<file path="config.mk">
export PLATFORM = sky130hd
export DESIGN_NAME = shm_exec
export DESIGN_NICKNAME = d
export VERILOG_FILES = /design/src/rtl/shm_pkg.sv /design/src/rtl/shm_sync.sv /design/src/rtl/shm_exec.sv
export SDC_FILE = /design/constraint.sdc
export NUM_CORES = 1
export LEC_CHECK = 0
export ABC_CLOCK_PERIOD_IN_PS = 5500
export BUFFER_PORTS_ARGS = -buffer_cell sky130_fd_sc_hd__buf_2
export CAP_MARGIN = 20
export CELL_PAD_IN_SITES_DETAIL_PLACEMENT = 1
export CELL_PAD_IN_SITES_GLOBAL_PLACEMENT = 1
export CORE_UTILIZATION = 38
export CTS_CLUSTER_SIZE = 12
export DETAILED_ROUTE_END_ITERATION = 8
export PLACE_DENSITY = 0.88
export REMOVE_ABC_BUFFERS = 1
export SYNTH_ARGS = -nofsm -noshare
export SYNTH_HDL_FRONTEND = slang
export SYNTH_HIERARCHICAL = 1
export SYNTH_SLANG_ARGS = --single-unit
</file>
<file path="constraint.sdc">
create_clock -name aclk -period 5.5 [get_ports aclk]
set_input_delay 1.65 -clock aclk [delete_from_list [all_inputs] [get_ports aclk]]
set_output_delay 1.65 -clock aclk [all_outputs]
set_load 0.005 [all_outputs]
</file>
<file path="src/rtl/shm_pkg.sv">
// Shared constants and types for the sleep, hint and miscellaneous execute block
package shm_pkg;

    // Register bus geometry
    localparam int unsigned ADDR_W = 8;
    localparam int unsigned DATA_W = 32;

    // Register byte offsets
    localparam logic [7:0] OFF_CTRL       = 8'h00;
    localparam logic [7:0] OFF_STATUS     = 8'h04;
    localparam logic [7:0] OFF_IRQ_STATUS = 8'h08;
    localparam logic [7:0] OFF_IRQ_CLEAR  = 8'h0C;
    localparam logic [7:0] OFF_IRQ_ENABLE = 8'h10;
    localparam logic [7:0] OFF_FAULT_CNT  = 8'h14;

    // Control register fields
    localparam int unsigned CTRL_W          = 3;
    localparam int unsigned CTRL_WAKE_PEND  = 0;
    localparam int unsigned CTRL_DEBUG_EN   = 1;
    localparam int unsigned CTRL_SWAP_EN    = 2;
    localparam logic [2:0]  CTRL_RESET      = 3'h0;

    // Status register fields
    localparam int unsigned STAT_EVENT      = 0;
    localparam int unsigned STAT_STATE_LO   = 1;
    localparam int unsigned STAT_STATE_HI   = 2;

    // Interrupt status, clear and enable layout
    localparam int unsigned IRQ_W           = 4;
    localparam int unsigned IRQ_FAULT       = 0;
    localparam int unsigned IRQ_WAKE        = 1;
    localparam int unsigned IRQ_SWAP        = 2;
    localparam int unsigned IRQ_EVENT_SKIP  = 3;
    localparam logic [3:0]  IRQ_RESET       = 4'h0;

    // Response codes
    localparam logic [1:0] RESP_OKAY   = 2'h0;
    localparam logic [1:0] RESP_SLVERR = 2'h2;

    // Immediate, register index and fault counter widths
    localparam int unsigned NARROW_IMM_W = 8;
    localparam int unsigned WIDE_IMM_W   = 16;
    localparam int unsigned ADR_IMM_W    = 12;
    localparam int unsigned REG_IDX_W    = 4;
    localparam int unsigned FAULT_CNT_W  = 16;

    // Decoded operations from the instruction stream
    typedef enum logic [2:0] {
        OP_NOP      = 3'h0,
        OP_UNDEF    = 3'h1,
        OP_WAIT_EV  = 3'h2,
        OP_WAIT_IRQ = 3'h3,
        OP_YIELD    = 3'h4,
        OP_ADR      = 3'h5,
        OP_SEND_EV  = 3'h6
    } shm_op_t;

    typedef enum logic [1:0] {
        ST_RUN       = 2'h0,
        ST_EV_SLEEP  = 2'h1,
        ST_IRQ_SLEEP = 2'h2
    } shm_state_t;

endpackage

</file>
<file path="src/rtl/shm_sync.sv">
// Two-flop synchroniser for levels arriving from outside the clock domain
`timescale 1ns/10ps
module shm_sync #(
    parameter int unsigned W = 1
) (
    input  wire logic         aclk,
    input  wire logic         aresetn,
    input  wire logic [W-1:0] d,
    output logic      [W-1:0] q
);

    logic [W-1:0] stage1;

    // The first stage feeds only the second one
    always_ff @(posedge aclk) begin
        if (!aresetn) begin
            stage1 <= '0;
            q      <= '0;
        end else begin
            stage1 <= d;
            q      <= stage1;
        end
    end

endmodule

</file>
<file path="src/rtl/shm_exec.sv">
// Execute unit for undefined, wait, hint, send-event and PC-relative address operations
//
// What this block does
// - Narrow undefined-op immediate (8 bits, 0..255) is ignored by execution.
// - Wide undefined-op immediate (16 bits, 0..65535) is ignored by execution.
// - Undefined op always raises the usage fault, whatever its immediate.
// - Wait-for-event with event bit clear suspends until a wake condition.
// - Wait-for-event wakes on an exception not masked by masks or priority.
// - Wait-for-event wakes on a new pending exception when wake-on-pending set.
// - Wait-for-event wakes on a peripheral event or another core's send-event.
// - Both waits wake on a debug entry request while debug is enabled.
// - Wait-for-event with event bit set clears it and continues at once.
// - Wait-for-interrupt suspends until an unmasked interrupt is taken.
// - Wait-for-interrupt also wakes on an interrupt masked only by priority mask.
// - Wait, hint and address ops leave condition flags unchanged.
// - Task-swap hint may request a thread swap, or act as no operation.
// - Address op writes program counter plus or minus the immediate to the destination.
//
// Chosen here: the AXI4-Lite interface to the registers and the register offsets.
`timescale 1ns/10ps
module shm_exec (
    input  wire logic                           aclk,
    input  wire logic                           aresetn,
    // Instruction stream
    input  wire logic                           instr_valid,
    output logic                                instr_ready,
    input  wire logic [2:0]                     instr_op,
    input  wire logic                           instr_wide,
    input  wire logic [15:0]                    instr_imm,
    input  wire logic                           instr_sub,
    input  wire logic [3:0]                     instr_rd,
    input  wire logic [31:0]                    instr_pc,
    // Results
    output logic                                done,
    output logic                                usage_fault_exception,
    output logic                                rd_we,
    output logic [3:0]                          rd_idx,
    output logic [31:0]                         rd_data,
    output logic                                flags_we,
    output logic                                task_swap_req,
    output logic                                send_event_out,
    output logic                                sleeping,
    // Wake sources from the core
    input  wire logic                           exc_unmasked,
    input  wire logic                           exc_new_pending,
    input  wire logic                           irq_taken,
    input  wire logic                           irq_pend_priority_mask_bit,
    input  wire logic                           send_event_in,
    // Wake sources from pins
    input  wire logic                           periph_event,
    input  wire logic                           debug_req,
    // Register bus
    input  wire logic [7:0]                     s_axi_awaddr,
    input  wire logic                           s_axi_awvalid,
    output logic                                s_axi_awready,
    input  wire logic [31:0]                    s_axi_wdata,
    input  wire logic [3:0]                     s_axi_wstrb,
    input  wire logic                           s_axi_wvalid,
    output logic                                s_axi_wready,
    output logic [1:0]                          s_axi_bresp,
    output logic                                s_axi_bvalid,
    input  wire logic                           s_axi_bready,
    input  wire logic [7:0]                     s_axi_araddr,
    input  wire logic                           s_axi_arvalid,
    output logic                                s_axi_arready,
    output logic [31:0]                         s_axi_rdata,
    output logic [1:0]                          s_axi_rresp,
    output logic                                s_axi_rvalid,
    input  wire logic                           s_axi_rready,
    output logic                                irq
);

    shm_pkg::shm_state_t                state;
    shm_pkg::shm_state_t                next_state;
    logic                               event_reg;
    logic [shm_pkg::CTRL_W-1:0]         ctrl;
    logic [shm_pkg::IRQ_W-1:0]          irq_status;
    logic [shm_pkg::IRQ_W-1:0]          irq_enable;
    logic [shm_pkg::FAULT_CNT_W-1:0]    fault_cnt;
    logic [1:0]                         pin_sync;
    logic                               periph_prev;
    logic                               periph_rise;
    logic                               debug_wake;
    logic                               accept;
    logic                               event_set;
    logic                               event_clear;
    logic                               ev_wake;
    logic                               irq_wake;
    logic                               wake;
    logic                               aw_held;
    logic                               w_held;
    logic [7:0]                         aw_addr;
    logic [31:0]                        w_data;
    logic [3:0]                         w_strb;
    logic                               do_write;
    logic [shm_pkg::IRQ_W-1:0]          irq_clear;
    logic [shm_pkg::IRQ_W-1:0]          irq_events;

    // Byte-lane merge used by the control and interrupt-enable registers
    function automatic logic [31:0] merge_lanes(
        input logic [31:0] old_val,
        input logic [31:0] new_val,
        input logic [3:0]  strb
    );
        logic [31:0] res;
        res = old_val;
        for (int i = 0; i < 4; i++) begin
            if (strb[i]) begin
                res[i*8 +: 8] = new_val[i*8 +: 8];
            end
        end
        return res;
    endfunction

    // Immediate is zero-extended, then added or subtracted
    function automatic logic [31:0] pc_rel(
        input logic [31:0]                  pc,
        input logic [shm_pkg::ADR_IMM_W-1:0] imm,
        input logic                         sub
    );
        logic [31:0] ext;
        ext = {{(32-shm_pkg::ADR_IMM_W){1'b0}}, imm};
        return sub ? (pc - ext) : (pc + ext);
    endfunction

    shm_sync #(
        .W (2)
    ) u_pin_sync (
        .aclk    (aclk),
        .aresetn (aresetn),
        .d       ({debug_req, periph_event}),
        .q       (pin_sync)
    );

    // Pulse-style peripheral events are caught on their rising edge
    always_ff @(posedge aclk) begin
        if (!aresetn) begin
            periph_prev <= 1'b0;
        end else begin
            periph_prev <= pin_sync[0];
        end
    end

    assign periph_rise = pin_sync[0] & ~periph_prev;
    assign debug_wake  = pin_sync[1] & ctrl[shm_pkg::CTRL_DEBUG_EN];

    // Sequencing

    assign instr_ready = (state == shm_pkg::ST_RUN);
    assign accept      = instr_valid & instr_ready;
    assign sleeping    = (state != shm_pkg::ST_RUN);

    // A pending event always lands in the event bit, so one path besides debug entry wakes the sleep
    assign event_set = periph_rise | send_event_in
        | exc_unmasked
        | (exc_new_pending & ctrl[shm_pkg::CTRL_WAKE_PEND])
        | (accept & (instr_op == shm_pkg::OP_SEND_EV));

    assign ev_wake  = (state == shm_pkg::ST_EV_SLEEP) & (event_reg | debug_wake);
    assign irq_wake = (state == shm_pkg::ST_IRQ_SLEEP)
        & (irq_taken | irq_pend_priority_mask_bit | debug_wake);
    assign wake     = ev_wake | irq_wake;

    // Consumed by a wait that finds it set, or by the sleep it ends
    assign event_clear = (accept & (instr_op == shm_pkg::OP_WAIT_EV) & event_reg)
        | ((state == shm_pkg::ST_EV_SLEEP) & event_reg);

    always_comb begin
        next_state = state;
        unique case (state)
            shm_pkg::ST_RUN: begin
                if (accept && instr_op == shm_pkg::OP_WAIT_EV && !event_reg) begin
                    next_state = shm_pkg::ST_EV_SLEEP;
                end else if (accept && instr_op == shm_pkg::OP_WAIT_IRQ) begin
                    next_state = shm_pkg::ST_IRQ_SLEEP;
                end
            end
            shm_pkg::ST_EV_SLEEP: begin
                if (ev_wake) begin
                    next_state = shm_pkg::ST_RUN;
                end
            end
            shm_pkg::ST_IRQ_SLEEP: begin
                if (irq_wake) begin
                    next_state = shm_pkg::ST_RUN;
                end
            end
            default: begin
                next_state = shm_pkg::ST_RUN;
            end
        endcase
    end

    always_ff @(posedge aclk) begin
        if (!aresetn) begin
            state <= shm_pkg::ST_RUN;
        end else begin
            state <= next_state;
        end
    end

    // Set wins over clear so an event racing the consuming wait is kept
    always_ff @(posedge aclk) begin
        if (!aresetn) begin
            event_reg <= 1'b0;
        end else if (event_set) begin
            event_reg <= 1'b1;
        end else if (event_clear) begin
            event_reg <= 1'b0;
        end
    end

    // Execute results, one cycle after acceptance or wake

    always_ff @(posedge aclk) begin
        if (!aresetn) begin
            done                  <= 1'b0;
            usage_fault_exception <= 1'b0;
            rd_we                 <= 1'b0;
            task_swap_req         <= 1'b0;
            send_event_out        <= 1'b0;
        end else begin
            // A wait that sleeps completes only when it leaves the sleep state
            done <= (accept && instr_op != shm_pkg::OP_WAIT_IRQ
                     && !(instr_op == shm_pkg::OP_WAIT_EV && !event_reg)) || wake;
            // Immediate deliberately not looked at: every form faults
            usage_fault_exception <= accept && instr_op == shm_pkg::OP_UNDEF;
            rd_we                 <= accept && instr_op == shm_pkg::OP_ADR;
            task_swap_req         <= accept && instr_op == shm_pkg::OP_YIELD
                                     && ctrl[shm_pkg::CTRL_SWAP_EN];
            send_event_out        <= accept && instr_op == shm_pkg::OP_SEND_EV;
        end
    end

    // Destination and sum hold until the next address op
    always_ff @(posedge aclk) begin
        if (!aresetn) begin
            rd_idx  <= '0;
            rd_data <= '0;
        end else if (accept && instr_op == shm_pkg::OP_ADR) begin
            rd_idx  <= instr_rd;
            rd_data <= pc_rel(instr_pc, instr_imm[shm_pkg::ADR_IMM_W-1:0], instr_sub);
        end
    end

    // None of these operations touch the condition flags
    assign flags_we = 1'b0;

    always_ff @(posedge aclk) begin
        if (!aresetn) begin
            fault_cnt <= '0;
        end else if (accept && instr_op == shm_pkg::OP_UNDEF) begin
            fault_cnt <= fault_cnt + 1'b1;
        end
    end

    // Register bus: write channel

    assign s_axi_awready = !aw_held && !s_axi_bvalid;
    assign s_axi_wready  = !w_held && !s_axi_bvalid;
    assign do_write      = aw_held && w_held;

    always_ff @(posedge aclk) begin
        if (!aresetn) begin
            aw_held <= 1'b0;
            aw_addr <= '0;
        end else if (s_axi_awvalid && s_axi_awready) begin
            aw_held <= 1'b1;
            aw_addr <= s_axi_awaddr;
        end else if (do_write) begin
            aw_held <= 1'b0;
        end
    end

    always_ff @(posedge aclk) begin
        if (!aresetn) begin
            w_held <= 1'b0;
            w_data <= '0;
            w_strb <= '0;
        end else if (s_axi_wvalid && s_axi_wready) begin
            w_held <= 1'b1;
            w_data <= s_axi_wdata;
            w_strb <= s_axi_wstrb;
        end else if (do_write) begin
            w_held <= 1'b0;
        end
    end

    always_ff @(posedge aclk) begin
        if (!aresetn) begin
            s_axi_bvalid <= 1'b0;
            s_axi_bresp  <= shm_pkg::RESP_OKAY;
        end else if (do_write) begin
            s_axi_bvalid <= 1'b1;
            unique case (aw_addr)
                shm_pkg::OFF_CTRL,
                shm_pkg::OFF_IRQ_CLEAR,
                shm_pkg::OFF_IRQ_ENABLE: s_axi_bresp <= shm_pkg::RESP_OKAY;
                default:                 s_axi_bresp <= shm_pkg::RESP_SLVERR;
            endcase
        end else if (s_axi_bready) begin
            s_axi_bvalid <= 1'b0;
        end
    end

    always_ff @(posedge aclk) begin
        if (!aresetn) begin
            ctrl <= shm_pkg::CTRL_RESET;
        end else if (do_write && aw_addr == shm_pkg::OFF_CTRL) begin
            ctrl <= shm_pkg::CTRL_W'(merge_lanes(32'(ctrl), w_data, w_strb));
        end
    end

    always_ff @(posedge aclk) begin
        if (!aresetn) begin
            irq_enable <= shm_pkg::IRQ_RESET;
        end else if (do_write && aw_addr == shm_pkg::OFF_IRQ_ENABLE) begin
            irq_enable <= shm_pkg::IRQ_W'(merge_lanes(32'(irq_enable), w_data, w_strb));
        end
    end

    // Interrupts: sticky status, set wins over a simultaneous clear

    assign irq_clear = (do_write && aw_addr == shm_pkg::OFF_IRQ_CLEAR && w_strb[0])
                       ? w_data[shm_pkg::IRQ_W-1:0] : '0;

    always_comb begin
        irq_events                          = '0;
        irq_events[shm_pkg::IRQ_FAULT]      = accept && instr_op == shm_pkg::OP_UNDEF;
        irq_events[shm_pkg::IRQ_WAKE]       = wake;
        irq_events[shm_pkg::IRQ_SWAP]       = accept && instr_op == shm_pkg::OP_YIELD;
        irq_events[shm_pkg::IRQ_EVENT_SKIP] = accept && instr_op == shm_pkg::OP_WAIT_EV && event_reg;
    end

    always_ff @(posedge aclk) begin
        if (!aresetn) begin
            irq_status <= shm_pkg::IRQ_RESET;
        end else begin
            irq_status <= (irq_status & ~irq_clear) | irq_events;
        end
    end

    assign irq = |(irq_status & irq_enable);

    // Register bus: read channel, one read in flight

    assign s_axi_arready = !s_axi_rvalid;

    always_ff @(posedge aclk) begin
        if (!aresetn) begin
            s_axi_rvalid <= 1'b0;
            s_axi_rdata  <= '0;
            s_axi_rresp  <= shm_pkg::RESP_OKAY;
        end else if (s_axi_arvalid && s_axi_arready) begin
            s_axi_rvalid <= 1'b1;
            s_axi_rresp  <= shm_pkg::RESP_OKAY;
            unique case (s_axi_araddr)
                shm_pkg::OFF_CTRL:       s_axi_rdata <= 32'(ctrl);
                shm_pkg::OFF_STATUS:     s_axi_rdata <= 32'({state, event_reg});
                shm_pkg::OFF_IRQ_STATUS: s_axi_rdata <= 32'(irq_status);
                shm_pkg::OFF_IRQ_ENABLE: s_axi_rdata <= 32'(irq_enable);
                shm_pkg::OFF_FAULT_CNT:  s_axi_rdata <= 32'(fault_cnt);
                // Clear register is write-only and reads as zero
                shm_pkg::OFF_IRQ_CLEAR:  s_axi_rdata <= '0;
                default: begin
                    s_axi_rdata <= '0;
                    s_axi_rresp <= shm_pkg::RESP_SLVERR;
                end
            endcase
        end else if (s_axi_rready) begin
            s_axi_rvalid <= 1'b0;
        end
    end

endmodule

</file>
# --- Yosys cells after proc, flatten, opt, wreduce, memory -nomap -nowiden ---
# Index checks and enable logic that the tools add are counted.
op_classes:
  addsub: 3
  n_eq_ne: 19
  n_mux: 19
  bitwise_logic: 24
  reduce_logical: 44
op_table:
  columns: ["op", "n"]
  rows:
  - ["16-bit case mux with 5 select lines", 1]
  - ["32-bit by 12-bit adder with 32-bit output", 1]
  - ["32-bit 2-to-1 mux", 1]
  - ["32-bit by 12-bit subtractor with 32-bit output", 1]
  - ["8-bit by 4-bit == test with 1-bit output (second input constant)", 3]
  - ["8-bit by 5-bit == test with 1-bit output (second input constant)", 3]
  - ["1-bit logical AND", 22]
  - ["16-bit by 1-bit adder with 16-bit output (second input constant)", 1]
  - ["8-bit zero test", 2]
  - ["2-bit 2-to-1 mux", 6]
  - ["2-bit nonzero test", 6]
  - ["1-bit bitwise AND", 10]
  - ["3-bit == test (second input constant)", 3]
  - ["1-bit 2-to-1 mux", 9]
  - ["1-bit OR", 9]
  - ["4-bit bitwise AND", 2]
  - ["8-bit by 3-bit == test with 1-bit output (second input constant)", 1]
  - ["3-bit by 2-bit == test with 1-bit output (second input constant)", 2]
  - ["1-bit zero test", 6]
  - ["2-bit case mux with 3 select lines", 1]
  - ["6-bit OR reduction", 1]
  - ["4-bit 2-to-1 mux", 1]
  - ["2-bit inequality test (second input constant)", 2]
  - ["4-bit NOT", 1]
  - ["13 further kinds", 14]
word_totals:
  reg_bits: 129
  inputBits: 124
  out_inout_bits: 86

# --- Depth between registers and ports, before layout ---
depth:
  word_depth: 7
  ltp_mapped: 15
  mapped_depth_nobuf: 15

# --- Cells and area by module ---
# Netlist, hierarchy kept.
by_module_without_submodules:
  columns: ["mod", "instances", "cells_each", "area_per_inst_um2", "seq_area_each_um2"]
  rows:
  - ["shm_exec", 1, 800, 6605.1, 2142.1]
  - ["shm_sync", 1, 8, 105.1, 80.1]

# --- Worst setup path after synthesis ---
# OpenSTA, ideal clock, no wires.
synth_path:
  path_type: "input to register"
  start: "input port instr_imm[5]"
  end: "register rd_data[27]"
  arrival_time_ps: 4939
  t_required_ps: 5380
  slack_ps: 441
  path_stages: 14
  n_path_buf: 1
  path_cell_list: "or3_4 -> or4_4 -> buf_6 -> nor4_1 -> ha_1 -> mux2i_1 -> ha_1 -> and2_1 -> nor3b_1 -> a221oi_2 -> o311a_1 -> o21ai_0 -> nor4b_1 -> o31a_1"
synth_via:
  elab_chain_cells: 2
synth_rtl:
  columns: ["element", "line_no", "rtl"]
  rows:
  - ["from (decl)", "shm_exec.sv:29", "input wire logic [15:0] instr_imm,"]
  - ["32-bit by 12-bit adder with 32-bit output or 32-bit by 12-bit subtractor with 32-bit output (tied branches)", "shm_exec.sv:123", "return sub ? (pc - ext) : (pc + ext);"]
  - ["32-bit 2-to-1 mux (*)", "shm_exec.sv:123", null]
  - ["to (signal assigned)", "shm_exec.sv:242", "rd_data <= pc_rel(instr_pc, instr_imm[shm_pkg::ADR_IMM_W-1:0], instr_sub);"]
  - ["to (decl)", "shm_exec.sv:38", "output logic [31:0] rd_data,"]
# Every way passes the cells marked *; elsewhere a longest branch is shown, timed or not.
# A chain may end at the register's enable or synchronous reset.

# --- Worst setup path in the final report ---
layout_path:
  start: "input port instr_imm[5]"
  end: "register rd_data[25]"
# The elaborated chain is that of the path after synthesis.

==> results by group <==
Cells and area
  – Share of cells above drive strength 1: 20.99%
  – Area growth, synth to finish: 18.80%
  – Largest regs: rd_data x32, fault_cnt x16, s_axi_rdata x16
  – FILL cells: 2162
  – Commonest non-fill, non-tap cells in the layout: buf_2 (153), dfxtp_1 (111), nand2_1 (95), and2_1 (44), o21ai_0 (43)
  – Final net count: 1107
  – Largest register FFs: 32
  – Final Cell Area: 7971 µm²
  – Largest register by flop count: rd_data
  – Most common cell after layout, fill and taps aside: buf_2

Synthesis
  – EDFF count, synth: 0
  – Syn_area_per_cell: 8.305 µm²
  – Warnings from Yosys: 6
  – Cells after synthesis: between 800 and 900
  – Register area share after synthesis: 33.12%
  – Post-synth design cell area: 6710 µm²
  – Asr flop ratio synth: 0%
  – Synth Register Bits: 111
  – Top FF cell, synth: dfxtp_1
  – Synth cell types: just under 70

Clocking
  – Clock latency on the worst-skew pair: 0.36 ns
  – # resized after CTS: 0
  – Clock Sinks: 111
  – CTS tree: built
  – CTS root buf: clkbuf_16
  – Post-CTS Setup Inserts: 0
  – Max clock buf depth: 2
  – Cts bufs inserted: 9
  – # hold bufs at CTS: 0
  – Htree depth: 3
  – Worst-path clk slew: 0.08 ns

Floorplanning
  – Die span in x: 134.9 µm
  – Chip Height: 134.9 µm
  – Core area: 17300 µm²
  – I/O Pins: 210
  – Die footprint: around 18000 µm²
  – Cell Rows: 48
  – Initial Util: between 30% and 40%

Timing
  – Setup Viol. Count Final: 0
  – Minimum clock period: 5.116 ns
  – Slew margin rel.: between 40% and 50%
  – Slew @ Worst Pin: 0.8379 ns
  – Setup_tns: 0 ns
  – Clk_skew: 0.01219 ns
  – Final worst-path cycle share: between 90% and 100%
  – Hold Vio Cnt, Final: 0
  – Unrepaired setup endpoints after global routing: no
  – FMAX: 0.1955 GHz
  – Slew Limit Fails: 0

Drt
  – Initial DRT Pass Iterations: 4
  – Wire per inst: 16.18 µm
  – # DRC: 0
  – First-iteration detailed-routing DRC count: 293
  – Final ANT Viol Nets: 0
  – Post-DR vias/cell: 5.342
  – Post-Route WL: ~19 mm
  – Via count: 6304

GRT
  – Largest net degree at the start of global routing: 69
  – GR Overflow Total: 0
  – First-pass GRT wire length: 31.35 mm
  – All-Layer GR Usage: about 22%
  – Gr busiest metal: met2
  – Met1 usage: 25.53%
  – GRT met3 Usage: 4.917%
  – Initial antenna violation count: 1
  – GR Util met2: 39.00%
  – Vias in the first global route: between 6000 and 7000

Placed design
  – PortBufs: 154
  – Placed instance area: 7657 µm²
  – Post-DP HPWL: between 10 and 15 mm
  – GPL Wtd Cong: approximately 0.9

Worst setup path
  – Crit path DAT: 5.35 ns
  – Critical path peak fanout: 4
  – Critical Path Source Type: input port
  – Setup CP Type: input port to register
  – WP data required: between 5 and 6 ns
  – Setup crit end kind: register

Hold path
  – Worst hold path type: register to register

Pwr
  – Max VDD drop: 0.0001403 V
  – Leak Pwr: 0.003527 µW
  – Pwr dens: 242.5 nW/µm²

Status
  – Outcome: complete, no violations

Job
  – MaxCap Viol Count: 0
path summary, 6_finish.rpt:
check,start,end,slack (ns),depth (start not counted)
worst max-delay path,instr_imm[5],rd_data[25]$_SDFFE_PN0P_,0.38,16
worst min-delay path,u_pin_sync/stage1[0]$_SDFF_PN0_,u_pin_sync/q[0]$_SDFF_PN0_,0.44,1
worst max register to register,state[1]$_SDFFE_PN0P_,fault_cnt[15]$_SDFFE_PN0P_,2.81,8
worst min register to register,u_pin_sync/stage1[0]$_SDFF_PN0_,u_pin_sync/q[0]$_SDFF_PN0_,0.44,1
final cells by class:
type	instances	area (µm²)	share of cell area, %
repair buffers	170	893.4	11.21
clock inverters	7	83.83	1.052
diodes	2	5.005	0.06278
flip-flops and latches	111	2222	27.88
well taps	225	281.5	3.532
inverters	17	77.57	0.9732
clock buffers	9	225.2	2.825
multi-input cells	639	4183	52.47
report_power, final:
part	switching (µW)	internal [µW]	leakage, µW	total (µW)
registers	16.2	826	0.000901	842
logic	233	176	0.00248	410
clock network	354	328	0.000151	681
total	603	1330	0.00353	1930
cell usage after synthesis, types with 2 or more instances:
| cell type | number | area (µm²) |
|---|---|---|
| dfxtp_1 | 111 | 2222 |
| nand2_1 | 95 | 356.6 |
| and2_1 | 44 | 275.3 |
| o21ai_0 | 43 | 215.2 |
| a21oi_1 | 40 | 200.2 |
| nor2_1 | 40 | 150.1 |
| nor2b_1 | 40 | 250.2 |
| clkbuf_1 | 39 | 146.4 |
| ha_1 | 34 | 425.4 |
| xnor2_1 | 27 | 236.5 |
| a21o_1 | 26 | 195.2 |
| nand3_1 | 25 | 125.1 |
| a21boi_0 | 23 | 172.7 |
| buf_4 | 19 | 142.6 |
| mux2i_1 | 18 | 180.2 |
| inv_1 | 16 | 60.06 |
| a22oi_1 | 15 | 112.6 |
| nand4_1 | 14 | 87.58 |
| nor3_1 | 11 | 55.05 |
| nor3b_1 | 9 | 67.56 |
| xor2_1 | 9 | 78.83 |
| nand2b_1 | 7 | 43.79 |
| o21a_1 | 7 | 52.55 |
| o21bai_1 | 7 | 52.55 |
| or3_1 | 7 | 43.79 |
| nor4_1 | 6 | 37.54 |
| a31oi_1 | 5 | 31.28 |
| and3_1 | 5 | 31.28 |
| o211a_1 | 5 | 50.05 |
| o31ai_1 | 5 | 37.54 |
| a211oi_1 | 4 | 30.03 |
| nand3b_1 | 4 | 30.03 |
| a32oi_1 | 3 | 26.28 |
| mux4_2 | 3 | 67.56 |
| o211ai_1 | 3 | 22.52 |
| o311ai_0 | 3 | 26.28 |
| a211o_1 | 2 | 17.52 |
| and4_1 | 2 | 17.52 |
| or2_2 | 2 | 12.51 |
logic make-up (layout without fill, tap and decap cells):
logic type / after synthesis / in the layout / synth area share (%)
multiplexers: 21 / 21 / 3.692
AND/OR/NAND/NOR: 320 / 320 / 24.89
AO/OA/AOI/OAI: 207 / 207 / 21.03
buffers and inverters: 76 / 203 / 5.631
adder cells (fa/ha/maj): 35 / 35 / 6.638
other: 1 / 21 / 0.05589
flip-flops: 111 / 111 / 33.12
XOR/XNOR: 37 / 37 / 4.941
routing by layer:
layer / part of all wire (%) / up-vias
met1: 43 / 3001
met5: 0 / -
met4: 1.5 / 0
li1: - / 3107
met3: 5.8 / 21
met2: 49 / 175
through the flow:
| stage | cells | hold WS [ns] | utilization, % | total power (µW) | worst slack (ns) |
|---|---|---|---|---|---|
| 2_1_floorplan | 767 | 0.4057 | - | 1114 | 0.4627 |
| 3_3_place_gp | 1162 | 0.4094 | 44.27 | 1253 | 0.09307 |
| 3_5_place_dp | 1162 | 0.4214 | 44.27 | 1268 | 0.03193 |
| 4_1_cts | 1178 | 0.4403 | 46.06 | 1956 | 0.4063 |
| 5_1_grt | 1180 | 0.4620 | 46.09 | 2032 | 0.1622 |
| 6_report | 1180 | 0.4380 | 46.09 | 1933 | 0.3843 |
worst max-delay path: stages:
cell,delay [ns]
buf_2,0.11
or3_4,0.41
or4_4,0.51
nor4_1,0.20
ha_1,0.28
mux2i_1,0.18
ha_1,0.20
and2_1,0.14
nor3b_1,0.24
a221oi_2,0.09
buf_4,0.17
o311a_1,0.37
buf_4,0.16
o31ai_1,0.33
xnor2_1,0.21
o21ai_0,0.10
(Power assumes the default switching activity.)
